==> config.mk <==
export PLATFORM = sky130hd
export DESIGN_NAME = spsel_top
export DESIGN_NICKNAME = d
export VERILOG_FILES = /design/src/inc/spsel_pkg.sv /design/src/core/spsel_pin_mux.sv /design/src/core/spsel_top.sv
export VERILOG_INCLUDE_DIRS = /design/src /design/src/inc
export SDC_FILE = /design/constraint.sdc
export NUM_CORES = 1
export LEC_CHECK = 0
export ABC_AREA = 1
export ABC_CLOCK_PERIOD_IN_PS = 2650
export BUFFER_PORTS_ARGS = -buffer_cell sky130_fd_sc_hd__buf_2
export CORE_ASPECT_RATIO = 0.5
export CORE_MARGIN = 8
export CORE_UTILIZATION = 35
export CTS_CLUSTER_DIAMETER = 60
export DETAILED_ROUTE_END_ITERATION = 10
export SLEW_MARGIN = 20
export SYNTH_ARGS = -nofsm -noshare
export SYNTH_HDL_FRONTEND = slang
export SYNTH_SLANG_ARGS = --single-unit
==> constraint.sdc <==
create_clock -name clk_sys -period 2.65 [get_ports clk_sys]
set_input_delay 0.1325 -clock clk_sys [delete_from_list [all_inputs] [get_ports clk_sys]]
set_output_delay 0.1325 -clock clk_sys [all_outputs]
set_load 0.01 [all_outputs]
==> src/inc/spsel_map.svh <==
// Purpose: register map, field positions, reset values and source codes of the status pin selector
// Assumes: 8-bit registers reached through the device's own register port
// Notes: shared by the package user files through a plain include
// Functional notes
// - codes 1000,1001,1010 drive update, invalid, zero
// - codes 1011,1100,1101 drive compressed, copy-permit, emphasis
// - code 1110 makes pin five a logic-level input
// - code 1111 makes pin five a comparator input
// - pin nine field bits 3:0, reset 1000
// - masked loss-of-lock update raises no interrupt
// - masked receive-fault update raises no interrupt
// - masked status-update flag raises no interrupt
// - compressed, copy, emphasis flags each maskable
// - masked incoming-rate update raises no interrupt
`ifndef SPSEL_MAP_SVH
`define SPSEL_MAP_SVH

// register offsets
`define SPSEL_ADDR_SELECT_A 8'h28
`define SPSEL_ADDR_SELECT_B 8'h29
`define SPSEL_ADDR_SELECT_C 8'h2a
`define SPSEL_ADDR_MASK 8'h2b
`define SPSEL_ADDR_FLAGS 8'h2c

// reset values
`define SPSEL_RST_SELECT_A 8'h54
`define SPSEL_RST_SELECT_B 8'h76
`define SPSEL_RST_SELECT_C 8'h98
`define SPSEL_RST_MASK 8'h00

// field positions of a selector register
`define SPSEL_LO_FIELD 3:0
`define SPSEL_HI_FIELD 7:4

// mask bit positions
`define SPSEL_MB_UNLOCK 0
`define SPSEL_MB_INVALID 1
`define SPSEL_MB_CHANNEL_STATUS_UPDATE 2
`define SPSEL_MB_FAULT 3
`define SPSEL_MB_COMPRESSED 4
`define SPSEL_MB_COPY 5
`define SPSEL_MB_EMPHASIS 6
`define SPSEL_MB_RATE 7

// source codes
`define SPSEL_CODE_CHANNEL_STATUS_UPDATE 4'h8
`define SPSEL_CODE_INVALID 4'h9
`define SPSEL_CODE_ZERO 4'ha
`define SPSEL_CODE_COMPRESSED 4'hb
`define SPSEL_CODE_COPY 4'hc
`define SPSEL_CODE_EMPHASIS 4'hd
`define SPSEL_CODE_IN_CMOS 4'he
`define SPSEL_CODE_IN_CMP 4'hf

// pins with receiver-input option (pin five is index 0)
`define SPSEL_INPUT_CAPABLE 6'h01

`endif

==> src/inc/spsel_pkg.sv <==
// Purpose: types of the status pin selector
// Assumes: constants come from spsel_map.svh
// Notes: flags arrive from receiver logic on clk_sys
package spsel_pkg;

  // pin role chosen by a source code
  typedef enum logic [1:0] {
    SPSEL_MODE_OFF = 2'b00,
    SPSEL_MODE_OUT = 2'b01,
    SPSEL_MODE_IN_CMOS = 2'b10,
    SPSEL_MODE_IN_CMP = 2'b11
  } spsel_mode_t;

  // receiver status flags
  typedef struct packed {
    logic [1:0] incoming_rate_field;
    logic emphasis_flag;
    logic copy_permit_flag;
    logic compressed_payload_flag;
    logic receive_fault_flag;
    logic channel_status_update;
    logic invalid_flag;
    logic zero_sample_flag;
    logic loss_of_lock;
  } spsel_flags_t;

  // register write request
  typedef struct packed {
    logic wr;
    logic [7:0] addr;
    logic [7:0] wdata;
  } spsel_reg_req_t;

endpackage

==> src/core/spsel_pin_mux.sv <==
// Purpose: one general output pin, source select and role
// Assumes: flags synchronous to clk_sys
// Notes: outputs registered, one cycle after code or flag
`timescale 1ns/1ps
`include "spsel_map.svh"
module spsel_pin_mux #(
  parameter bit INPUT_OK = 1'b0 // pin may become receiver input
) (
  input wire logic clk_sys, // system clock
  input wire logic rstn, // async reset, low
  input wire logic [3:0] code, // source code
  input wire spsel_pkg::spsel_flags_t flags, // receiver flags
  output logic pin_out, // pin level
  output logic pin_oe, // pin driven
  output spsel_pkg::spsel_mode_t mode // pin role
);
  logic next_out;
  logic next_oe;
  spsel_pkg::spsel_mode_t next_mode;

  // decode source code
  always_comb begin
    next_out = 1'b0;
    next_oe = 1'b1;
    next_mode = spsel_pkg::SPSEL_MODE_OUT;
    case (code)
      `SPSEL_CODE_CHANNEL_STATUS_UPDATE: next_out = flags.channel_status_update;
      `SPSEL_CODE_INVALID: next_out = flags.invalid_flag;
      `SPSEL_CODE_ZERO: next_out = flags.zero_sample_flag;
      `SPSEL_CODE_COMPRESSED: next_out = flags.compressed_payload_flag;
      `SPSEL_CODE_COPY: next_out = flags.copy_permit_flag;
      `SPSEL_CODE_EMPHASIS: next_out = flags.emphasis_flag;
      `SPSEL_CODE_IN_CMOS: begin
        next_oe = 1'b0;
        next_mode = INPUT_OK ? spsel_pkg::SPSEL_MODE_IN_CMOS : spsel_pkg::SPSEL_MODE_OFF;
      end
      `SPSEL_CODE_IN_CMP: begin
        next_oe = 1'b0;
        next_mode = INPUT_OK ? spsel_pkg::SPSEL_MODE_IN_CMP : spsel_pkg::SPSEL_MODE_OFF;
      end
      default: begin
        next_oe = 1'b0;
        next_mode = spsel_pkg::SPSEL_MODE_OFF;
      end
    endcase
  end

  // pin registers
  always_ff @(posedge clk_sys or negedge rstn) begin
    if (!rstn) begin
      pin_out <= 1'b0;
      pin_oe <= 1'b0;
      mode <= spsel_pkg::SPSEL_MODE_OFF;
    end else begin
      pin_out <= next_out;
      pin_oe <= next_oe;
      mode <= next_mode;
    end
  end
endmodule

==> src/core/spsel_top.sv <==
// Purpose: status pin selector, pins five to ten, interrupt masking
// Assumes: register port driven by the control interface on clk_sys
// Notes: pin inputs pass three flops to the receiver outputs; interrupt is a one-cycle low pulse
`timescale 1ns/1ps
`include "spsel_map.svh"
module spsel_top #(
  parameter int NUM_PINS = 6 // pins five to ten
) (
  input wire logic clk_sys, // system clock
  input wire logic rstn, // async reset, low
  input wire spsel_pkg::spsel_reg_req_t reg_req, // register write request
  output logic [7:0] reg_rdata, // read data, one cycle late
  input wire spsel_pkg::spsel_flags_t flags, // receiver flags
  input wire logic [NUM_PINS-1:0] general_output_pin_in, // pin levels
  output logic [NUM_PINS-1:0] general_output_pin_out, // pin drive values
  output logic [NUM_PINS-1:0] general_output_pin_oe, // pin drive enables
  output logic rx_serial_data, // receiver input from a pin
  output logic rx_serial_valid, // some pin is a receiver input
  output logic rx_use_comparator, // that pin uses comparator
  output logic int_n // interrupt, low pulse
);
  localparam int NFLAG = $bits(spsel_pkg::spsel_flags_t);

  logic [7:0] select_a;
  logic [7:0] status_pin_select_b;
  logic [7:0] status_pin_select_c;
  logic [7:0] irq_mask;
  logic [3:0] code [NUM_PINS];
  spsel_pkg::spsel_mode_t mode [NUM_PINS];
  spsel_pkg::spsel_flags_t prev_flags;
  logic [NFLAG-1:0] flag_change;
  logic [7:0] upd;
  logic [NUM_PINS-1:0] sync1;
  logic [NUM_PINS-1:0] sync2;
  logic next_rx_data;
  logic next_rx_valid;
  logic next_rx_cmp;

  // one mask bit per interrupt source
  function automatic logic [7:0] source_updates(input spsel_pkg::spsel_flags_t ch);
    logic [7:0] u;
    u = 8'h00;
    u[`SPSEL_MB_UNLOCK] = ch.loss_of_lock;
    u[`SPSEL_MB_INVALID] = ch.invalid_flag;
    u[`SPSEL_MB_CHANNEL_STATUS_UPDATE] = ch.channel_status_update;
    u[`SPSEL_MB_FAULT] = ch.receive_fault_flag;
    u[`SPSEL_MB_COMPRESSED] = ch.compressed_payload_flag;
    u[`SPSEL_MB_COPY] = ch.copy_permit_flag;
    u[`SPSEL_MB_EMPHASIS] = ch.emphasis_flag;
    u[`SPSEL_MB_RATE] = |ch.incoming_rate_field;
    return u;
  endfunction

  // selector register a: pins five and six
  always_ff @(posedge clk_sys or negedge rstn) begin
    if (!rstn) begin
      select_a <= `SPSEL_RST_SELECT_A;
    end else if (reg_req.wr && reg_req.addr == `SPSEL_ADDR_SELECT_A) begin
      select_a <= reg_req.wdata;
    end
  end

  // selector register b: pins seven and eight
  always_ff @(posedge clk_sys or negedge rstn) begin
    if (!rstn) begin
      status_pin_select_b <= `SPSEL_RST_SELECT_B;
    end else if (reg_req.wr && reg_req.addr == `SPSEL_ADDR_SELECT_B) begin
      status_pin_select_b <= reg_req.wdata;
    end
  end

  // selector register c: pins nine and ten
  always_ff @(posedge clk_sys or negedge rstn) begin
    if (!rstn) begin
      status_pin_select_c <= `SPSEL_RST_SELECT_C;
    end else if (reg_req.wr && reg_req.addr == `SPSEL_ADDR_SELECT_C) begin
      status_pin_select_c <= reg_req.wdata;
    end
  end

  // interrupt mask register
  always_ff @(posedge clk_sys or negedge rstn) begin
    if (!rstn) begin
      irq_mask <= `SPSEL_RST_MASK;
    end else if (reg_req.wr && reg_req.addr == `SPSEL_ADDR_MASK) begin
      irq_mask <= reg_req.wdata;
    end
  end

  // read mux, unmapped reads zero
  always_ff @(posedge clk_sys or negedge rstn) begin
    if (!rstn) begin
      reg_rdata <= 8'h00;
    end else if (reg_req.addr == `SPSEL_ADDR_SELECT_A) begin
      reg_rdata <= select_a;
    end else if (reg_req.addr == `SPSEL_ADDR_SELECT_B) begin
      reg_rdata <= status_pin_select_b;
    end else if (reg_req.addr == `SPSEL_ADDR_SELECT_C) begin
      reg_rdata <= status_pin_select_c;
    end else if (reg_req.addr == `SPSEL_ADDR_MASK) begin
      reg_rdata <= irq_mask;
    end else if (reg_req.addr == `SPSEL_ADDR_FLAGS) begin
      reg_rdata <= prev_flags[7:0];
    end else begin
      reg_rdata <= 8'h00;
    end
  end

  // per-pin codes
  assign code[0] = select_a[`SPSEL_LO_FIELD];
  assign code[1] = select_a[`SPSEL_HI_FIELD];
  assign code[2] = status_pin_select_b[`SPSEL_LO_FIELD]; // pin_seven_source_code
  assign code[3] = status_pin_select_b[`SPSEL_HI_FIELD]; // pin_eight_source_code
  assign code[4] = status_pin_select_c[`SPSEL_LO_FIELD]; // pin_nine_source_code
  assign code[5] = status_pin_select_c[`SPSEL_HI_FIELD];

  // one selector per pin
  for (genvar i = 0; i < NUM_PINS; i++) begin : g_pin
    spsel_pin_mux #(
      .INPUT_OK(1'((`SPSEL_INPUT_CAPABLE >> i) & 6'h01))
    ) u_mux (
      .clk_sys(clk_sys),
      .rstn(rstn),
      .code(code[i]),
      .flags(flags),
      .pin_out(general_output_pin_out[i]),
      .pin_oe(general_output_pin_oe[i]),
      .mode(mode[i])
    );
  end

  // two-flop synchroniser on pin levels
  always_ff @(posedge clk_sys or negedge rstn) begin
    if (!rstn) begin
      sync1 <= '0;
      sync2 <= '0;
    end else begin
      sync1 <= general_output_pin_in;
      sync2 <= sync1;
    end
  end

  // lowest input-mode pin feeds the receiver
  always_comb begin
    next_rx_data = 1'b0;
    next_rx_valid = 1'b0;
    next_rx_cmp = 1'b0;
    for (int i = NUM_PINS - 1; i >= 0; i--) begin
      if (mode[i] == spsel_pkg::SPSEL_MODE_IN_CMOS || mode[i] == spsel_pkg::SPSEL_MODE_IN_CMP) begin
        next_rx_data = sync2[i];
        next_rx_valid = 1'b1;
        next_rx_cmp = (mode[i] == spsel_pkg::SPSEL_MODE_IN_CMP);
      end
    end
  end

  // receiver input registers
  always_ff @(posedge clk_sys or negedge rstn) begin
    if (!rstn) begin
      rx_serial_data <= 1'b0;
      rx_serial_valid <= 1'b0;
      rx_use_comparator <= 1'b0;
    end else begin
      rx_serial_data <= next_rx_data;
      rx_serial_valid <= next_rx_valid;
      rx_use_comparator <= next_rx_cmp;
    end
  end

  // flag change detect
  assign flag_change = flags ^ prev_flags;
  assign upd = source_updates(flag_change);

  always_ff @(posedge clk_sys or negedge rstn) begin
    if (!rstn) begin
      prev_flags <= '0;
    end else begin
      prev_flags <= flags;
    end
  end

  // interrupt pulse on unmasked update
  always_ff @(posedge clk_sys or negedge rstn) begin
    if (!rstn) begin
      int_n <= 1'b1;
    end else begin
      int_n <= ~|(upd & ~irq_mask);
    end
  end

  // helper: selector c never written since reset
  logic c_written;
  always_ff @(posedge clk_sys or negedge rstn) begin
    if (!rstn) begin
      c_written <= 1'b0;
    end else if (reg_req.wr && reg_req.addr == `SPSEL_ADDR_SELECT_C) begin
      c_written <= 1'b1;
    end
  end
endmodule

# [Yosys cells after proc, flatten, opt, wreduce, memory -nomap -nowiden]
# Cells that the tools add are included.
[op_classes] n_eq_ne=55 bitwise_logic=3 mux=41 n_reduce_logical=19
[ops] cell="== test 4 bit, second input constant" count=38
[ops] cell="== test 8 x 6 -> 1 bit, second input constant" count=5
[ops] cell="2-to-1 mux 8 bit" count=5
[ops] cell="case mux 1 bit (6 select lines)" count=6
[ops] cell="OR reduction 6 bit" count=6
[ops] cell="2-to-1 mux 1 bit" count=29
[ops] cell="== test 1 x 2 -> 1 bit, second input constant" count=10
[ops] cell="bitwise XOR 10 bit" count=1
[ops] cell="AND 8 bit" count=1
[ops] cell="inverter 8 bit" count=1
[ops] cell="OR reduction 8 bit" count=1
[ops] cell="logical OR 1 bit" count=6
[ops] cell="case mux 2 bit (3 select lines)" count=1
[ops] cell="== test 2 bit, second input constant" count=2
[ops] cell="logical AND 1 bit" count=4
[ops] cell="OR reduction 2 bit" count=1
[ops] cell="zero test 1 bit" count=1
[totals] wordCells=156 input_bits=35 out_inout_bits=24 regBits=85

# [Longest topological paths before layout]
[logic_depth] ltp_word=8 ltp_mapped=8 ltp_nobuf=7

# [By module]
# From an unflattened synthesis, not the netlist that was laid out.
[unflattened] cells_unflattened=466 area_unflattened_um2=3928.8
[modules_own_cells] module="spsel_top" cells_per_inst=306 seq_area_each_um2=1666.6 n_inst=1 area_each_um2=2936.6
[modules_own_cells] module="spsel_pin_mux (g_pin[1].u_mux ...)" cells_per_inst=26 seq_area_each_um2=50.0 n_inst=5 area_each_um2=156.4
[modules_own_cells] module="spsel_pin_mux (g_pin[0].u_mux)" cells_per_inst=30 seq_area_each_um2=100.1 n_inst=1 area_each_um2=210.2

# [Worst setup path before layout]
# Ideal clock, no wire load.
[synth_timing] kind="input port to flip-flop" from="input port reg_req[14] in the netlist's numbering" to="register select_a[4]" setup_ps=72 cell_stages=8 n_path_buf=1 path_slack_ps=1599 t_arrival_ps=979 t_required_ps=2578 cell_sequence="inv_1 nand2_1 nor2_8 nand3_2 nor2_4 buf_4 nand2_1 o21ai_1"
[synth_between] elab_chain_cells=2
[synth_lines] item="start, declared" line_no="spsel_top.sv:11" source="input wire spsel_pkg::spsel_reg_req_t reg_req,"
[synth_lines] item="== test 8 x 6 -> 1 bit (no line)"
[synth_lines] item="logical AND 1 bit (no line)"
[synth_lines] item="end signal, assigned" line_no="spsel_top.sv:57" source="select_a <= `SPSEL_RST_SELECT_A;"
[synth_lines] item="end signal, assigned" line_no="spsel_top.sv:59" source="select_a <= reg_req.wdata;"
[synth_lines] item="end, declared" line_no="spsel_top.sv:24" source="logic [7:0] select_a;"
# Every way passes these cells.
# A chain may end at the register's enable or synchronous reset.

# [Worst setup path in the final report]
[layout_timing] from="input port reg_req[14] in the netlist's numbering" to="register status_pin_select_c[3]"
[layout_between] elab_chain_cells=2
[layout_lines] item="== test 8 x 6 -> 1 bit (no line)"
[layout_lines] item="logical AND 1 bit (no line)"
[layout_lines] item="end signal, assigned" line_no="spsel_top.sv:75" source="status_pin_select_c <= `SPSEL_RST_SELECT_C;"
[layout_lines] item="end signal, assigned" line_no="spsel_top.sv:77" source="status_pin_select_c <= reg_req.wdata;"
[layout_lines] item="end, declared" line_no="spsel_top.sv:26" source="logic [7:0] status_pin_select_c;"
# Every way passes these cells.

==> impl_metrics.tcl <==
set metrics [dict create \
    slew_viol_final 0 \
    finalCriticalPeriod_ns 1.27 \
    synth_top_area_frac 0.418 \
    rr_startpoint "status_pin_select_c[4]$_DFFE_PN1P_" \
    rsz0062_at_grt "no" \
    crit_start "reg_req[14]" \
    endpoint "status_pin_select_c[3]$_DFFE_PN1P_" \
    numPortBuffers 53 \
    htreeDepth 3 \
    ys.flop_type "dfrtp_1" \
    stdcell_count 597 \
    layout.nets 492 \
    syn_area_um2 3470 \
    firstDrtPassIters 7 \
    hpwl_um 6590 \
    hold_viol 0 \
    cap_violations 0 \
    routed_wl_um 8940 \
    top_usage_layer "met2" \
    post_cts_buffers 0 \
    post-route-drc-count 0 \
    design.core.area_um2 9540 \
    grt_max_degree 37 \
    drt_iter0_drc 199 \
    power_frac_comb 0.108 \
    outcome "finished clean" \
    yosys_warnings 0 \
    clkTransAtPathRegs_ns 0.06 \
    dieHeight_um 86.4 \
    n_antenna_cell 0 \
    insertion_delay_ns 0.33 \
    slowest_stage "nor2_8" \
    power.share.switching 0.261 \
    power_density_nw_per_um2 651 \
    crit_family "simple AND/OR/NAND/NOR gates" \
    final-setup-viol-count 0 \
    r2r_slack_ns 1.54 \
    ys_seq_area_frac 0.509 \
    reg2reg_to "g_pin[5].u_mux.pin_out$_DFF_PN0_" \
    met1_usage 0.191 \
    critPathRequiredTime_ns 2.91 \
    syn_to_final_growth_pct 19.0 \
    skew_ns 0.00557 \
    cts_buffers 9 \
    track_usage 0.143 \
    grt_pass1_wl_um 14700 \
    drive_gt1_frac 0.247 \
    use_met3 0.0392 \
    p_int_mw 1.99 \
    crit_buf_inv 2 \
    yosysUniqueCellTypes 32 \
    gp_congestion 0.818 \
    placed_cells 574 \
    clockPowerShare 0.444 \
    fp.dieW_um 157 \
    fmax_ghz 0.786 \
    yosys.area.top_type "dfrtp_1" \
    worstPathArrival_ns 1.54 \
    seqPwrFrac 0.449 \
    synth_seq_cells 70 \
    r2r_cells 6 \
    final_cell_area_um2 4130 \
    max_stage_delay_ns 0.44 \
    clockBufferDepth 2 \
    synth.avg_cell_area_um2 8.53 \
    async_flop_share 1.00 \
    path_max_fanout 36 \
    post_drt_wl_per_cell_um 15.0 \
    nFillCells 950 \
    postLayoutCoreUtil 0.433 \
    vias 2814 \
    cts_tree "yes" \
    initial_core_util 0.364 \
    tns_ns 0 \
    grt.met2_usage 0.217 \
    worst_slew_pin_slew_ns 0.825 \
    antenna_found_initial 0 \
    crit_path_start_kind "primary input" \
    syn_nets 442 \
    cts_sinks 70 \
    placed_cell_area_um2 3760 \
    critPathMostFrequentCell "nand2_1" \
    num_rows 25 \
    hold_class "primary input to flip-flop" \
    grt_overflow_total 0 \
    dieArea_um2 13600 \
    min_period_over_period 0.480 \
    crit_cells 8 \
    cts_root_buffer "clkbuf_16" \
    drtAntennaViolNets 0 \
    yosys-top-cells-area "dfrtp_1 42%, nand2_1 10%, dfstp_2 9.1%" \
    leakagePower_nw 2.11 \
    worst_slack_ns 1.38 \
    viasPerCell 4.71 \
    io_pins 59 \
    slew_headroom 0.450 \
    peakVddDrop_mv 0.290 \
    switchingPower_uw 703 \
    synthCells 407 \
    grt_pass1_vias 2792 \
    endpoint_kind "flip-flop" \
    crit_type "primary input to flip-flop" \
    synth_edf_count 0 \
    crit_chain "buf_2 -> inv_1 -> nand2_1 -> nor2_8 -> nand2_4 -> nor2_4 -> nand2_1 -> o21ai_1" \
    pre_cts_ws_ns 1.04 \
]
==> registers in the layout, indices dropped and copies added (netlist names) <==
| register | cells |
|---|---|
| prev_flags | 10 |
| g_pin.u_mux.pin_oe | 5 |
| rx_serial_data | 1 |
| irq_mask | 8 |
| g_pin.u_mux.pin_out | 6 |
| status_pin_select_c | 8 |
| int_n | 1 |
| sync1 | 1 |
| rx_serial_valid | 1 |
| reg_rdata | 8 |
| status_pin_select_b | 8 |
| g_pin.u_mux.mode | 3 |
| rx_use_comparator | 1 |
| select_a | 8 |
| sync2 | 1 |
==> synth_stat cells, drive strengths merged (6+ instances only) <==
cell,n
dfstp,12
buf,18
dfrtp,58
nand2,103
nand4,29
inv,42
a21oi,7
o21a,6
clkbuf,6
nand3,38
nor2,52
o21ai,28
==> cells by family (layout without fill, tap and decap cells) <==
family          Yosys count  count (layout)  share of synthesized area
compound gates           42              42                     0.0760
xor+xnor                  3               3                    0.00757
flops                    70              70                      0.509
simple gates            226             226                      0.314
buf+inv                  66             121                     0.0937
==> through the flow <==
stage                     power [mW]  hold WS (ns)
after detailed placement        1.51         0.245
final                           2.69        0.0286
after floorplan                 1.40        -0.163
after global placement          1.51         0.248
after CTS                       2.73        0.0173
after global routing            2.82        0.0133
==> power by group through the flow <==
stage	sequential (mW)	clock, mW	combinational, mW
after global routing	1.22	1.27	0.328
after CTS	1.21	1.23	0.295
after detailed placement	1.23	0	0.286
final	1.21	1.19	0.290
after floorplan	1.22	0	0.178
after global placement	1.22	0	0.281
==> per-layer routing <==
metal	part of all wire	wire (um)
met1	0.48	4270
met2	0.45	3990
met3	0.061	547
met4	0.014	128
met5	0	0
==> repair_timing <==
item	4_1_cts	5_1_grt
hold buffers	7	0
resized for setup	0	0
endpoints found under the hold margin	30	0
==> area by class of cell <==
type                            count  area, um2  share of cell area
Inverter                           42        158              0.0381
Tap cell                          135        169              0.0409
Sequential cell                    70       1770               0.427
Timing Repair Buffer               63        358              0.0866
Clock buffer                        9        225              0.0545
Clock inverter                      7       75.1              0.0182
Multi-Input combinational cell    271       1380               0.334
==> layout by cell type (no fill, tap or decap), types with 2 or more instances in the layout <==
master | synthesis | layout
nand2_1 | 96 | 96
dfrtp_1 | 58 | 58
buf_2 | 2 | 53
nor2_1 | 46 | 46
inv_1 | 38 | 38
nand3_1 | 36 | 36
nand4_1 | 29 | 29
o21ai_1 | 14 | 14
dfstp_2 | 12 | 12
o21ai_2 | 10 | 10
clkbuf_16 | 0 | 9
a21oi_1 | 7 | 7
dlygate4sd3_1 | 0 | 7
o21a_1 | 6 | 6
nand2_2 | 5 | 5
o21ai_0 | 4 | 4
inv_2 | 4 | 4
nor2_4 | 3 | 3
clkinvlp_4 | 0 | 3
buf_4 | 13 | 3
nor2_8 | 2 | 2
nand2_4 | 2 | 2
xnor2_1 | 2 | 2
clkinv_4 | 0 | 2
==> how the worst min path moves through the flow <==
stage	from	cells past startpoint	to	slack [ns]
floorplan	rstn	0	g_pin[0].u_mux.mode[0]$_DFF_PN0_	-0.16
global placement	general_output_pin_in[0]	1	sync1[0]$_DFF_PN0_	0.25
detailed placement	general_output_pin_in[0]	1	sync1[0]$_DFF_PN0_	0.24
CTS	flags[5]	1	prev_flags[5]$_DFF_PN0_	0.02
global route	flags[5]	1	prev_flags[5]$_DFF_PN0_	0.01
finish	flags[5]	1	prev_flags[5]$_DFF_PN0_	0.03
Note: power is estimated with default switching activity, not from simulation.
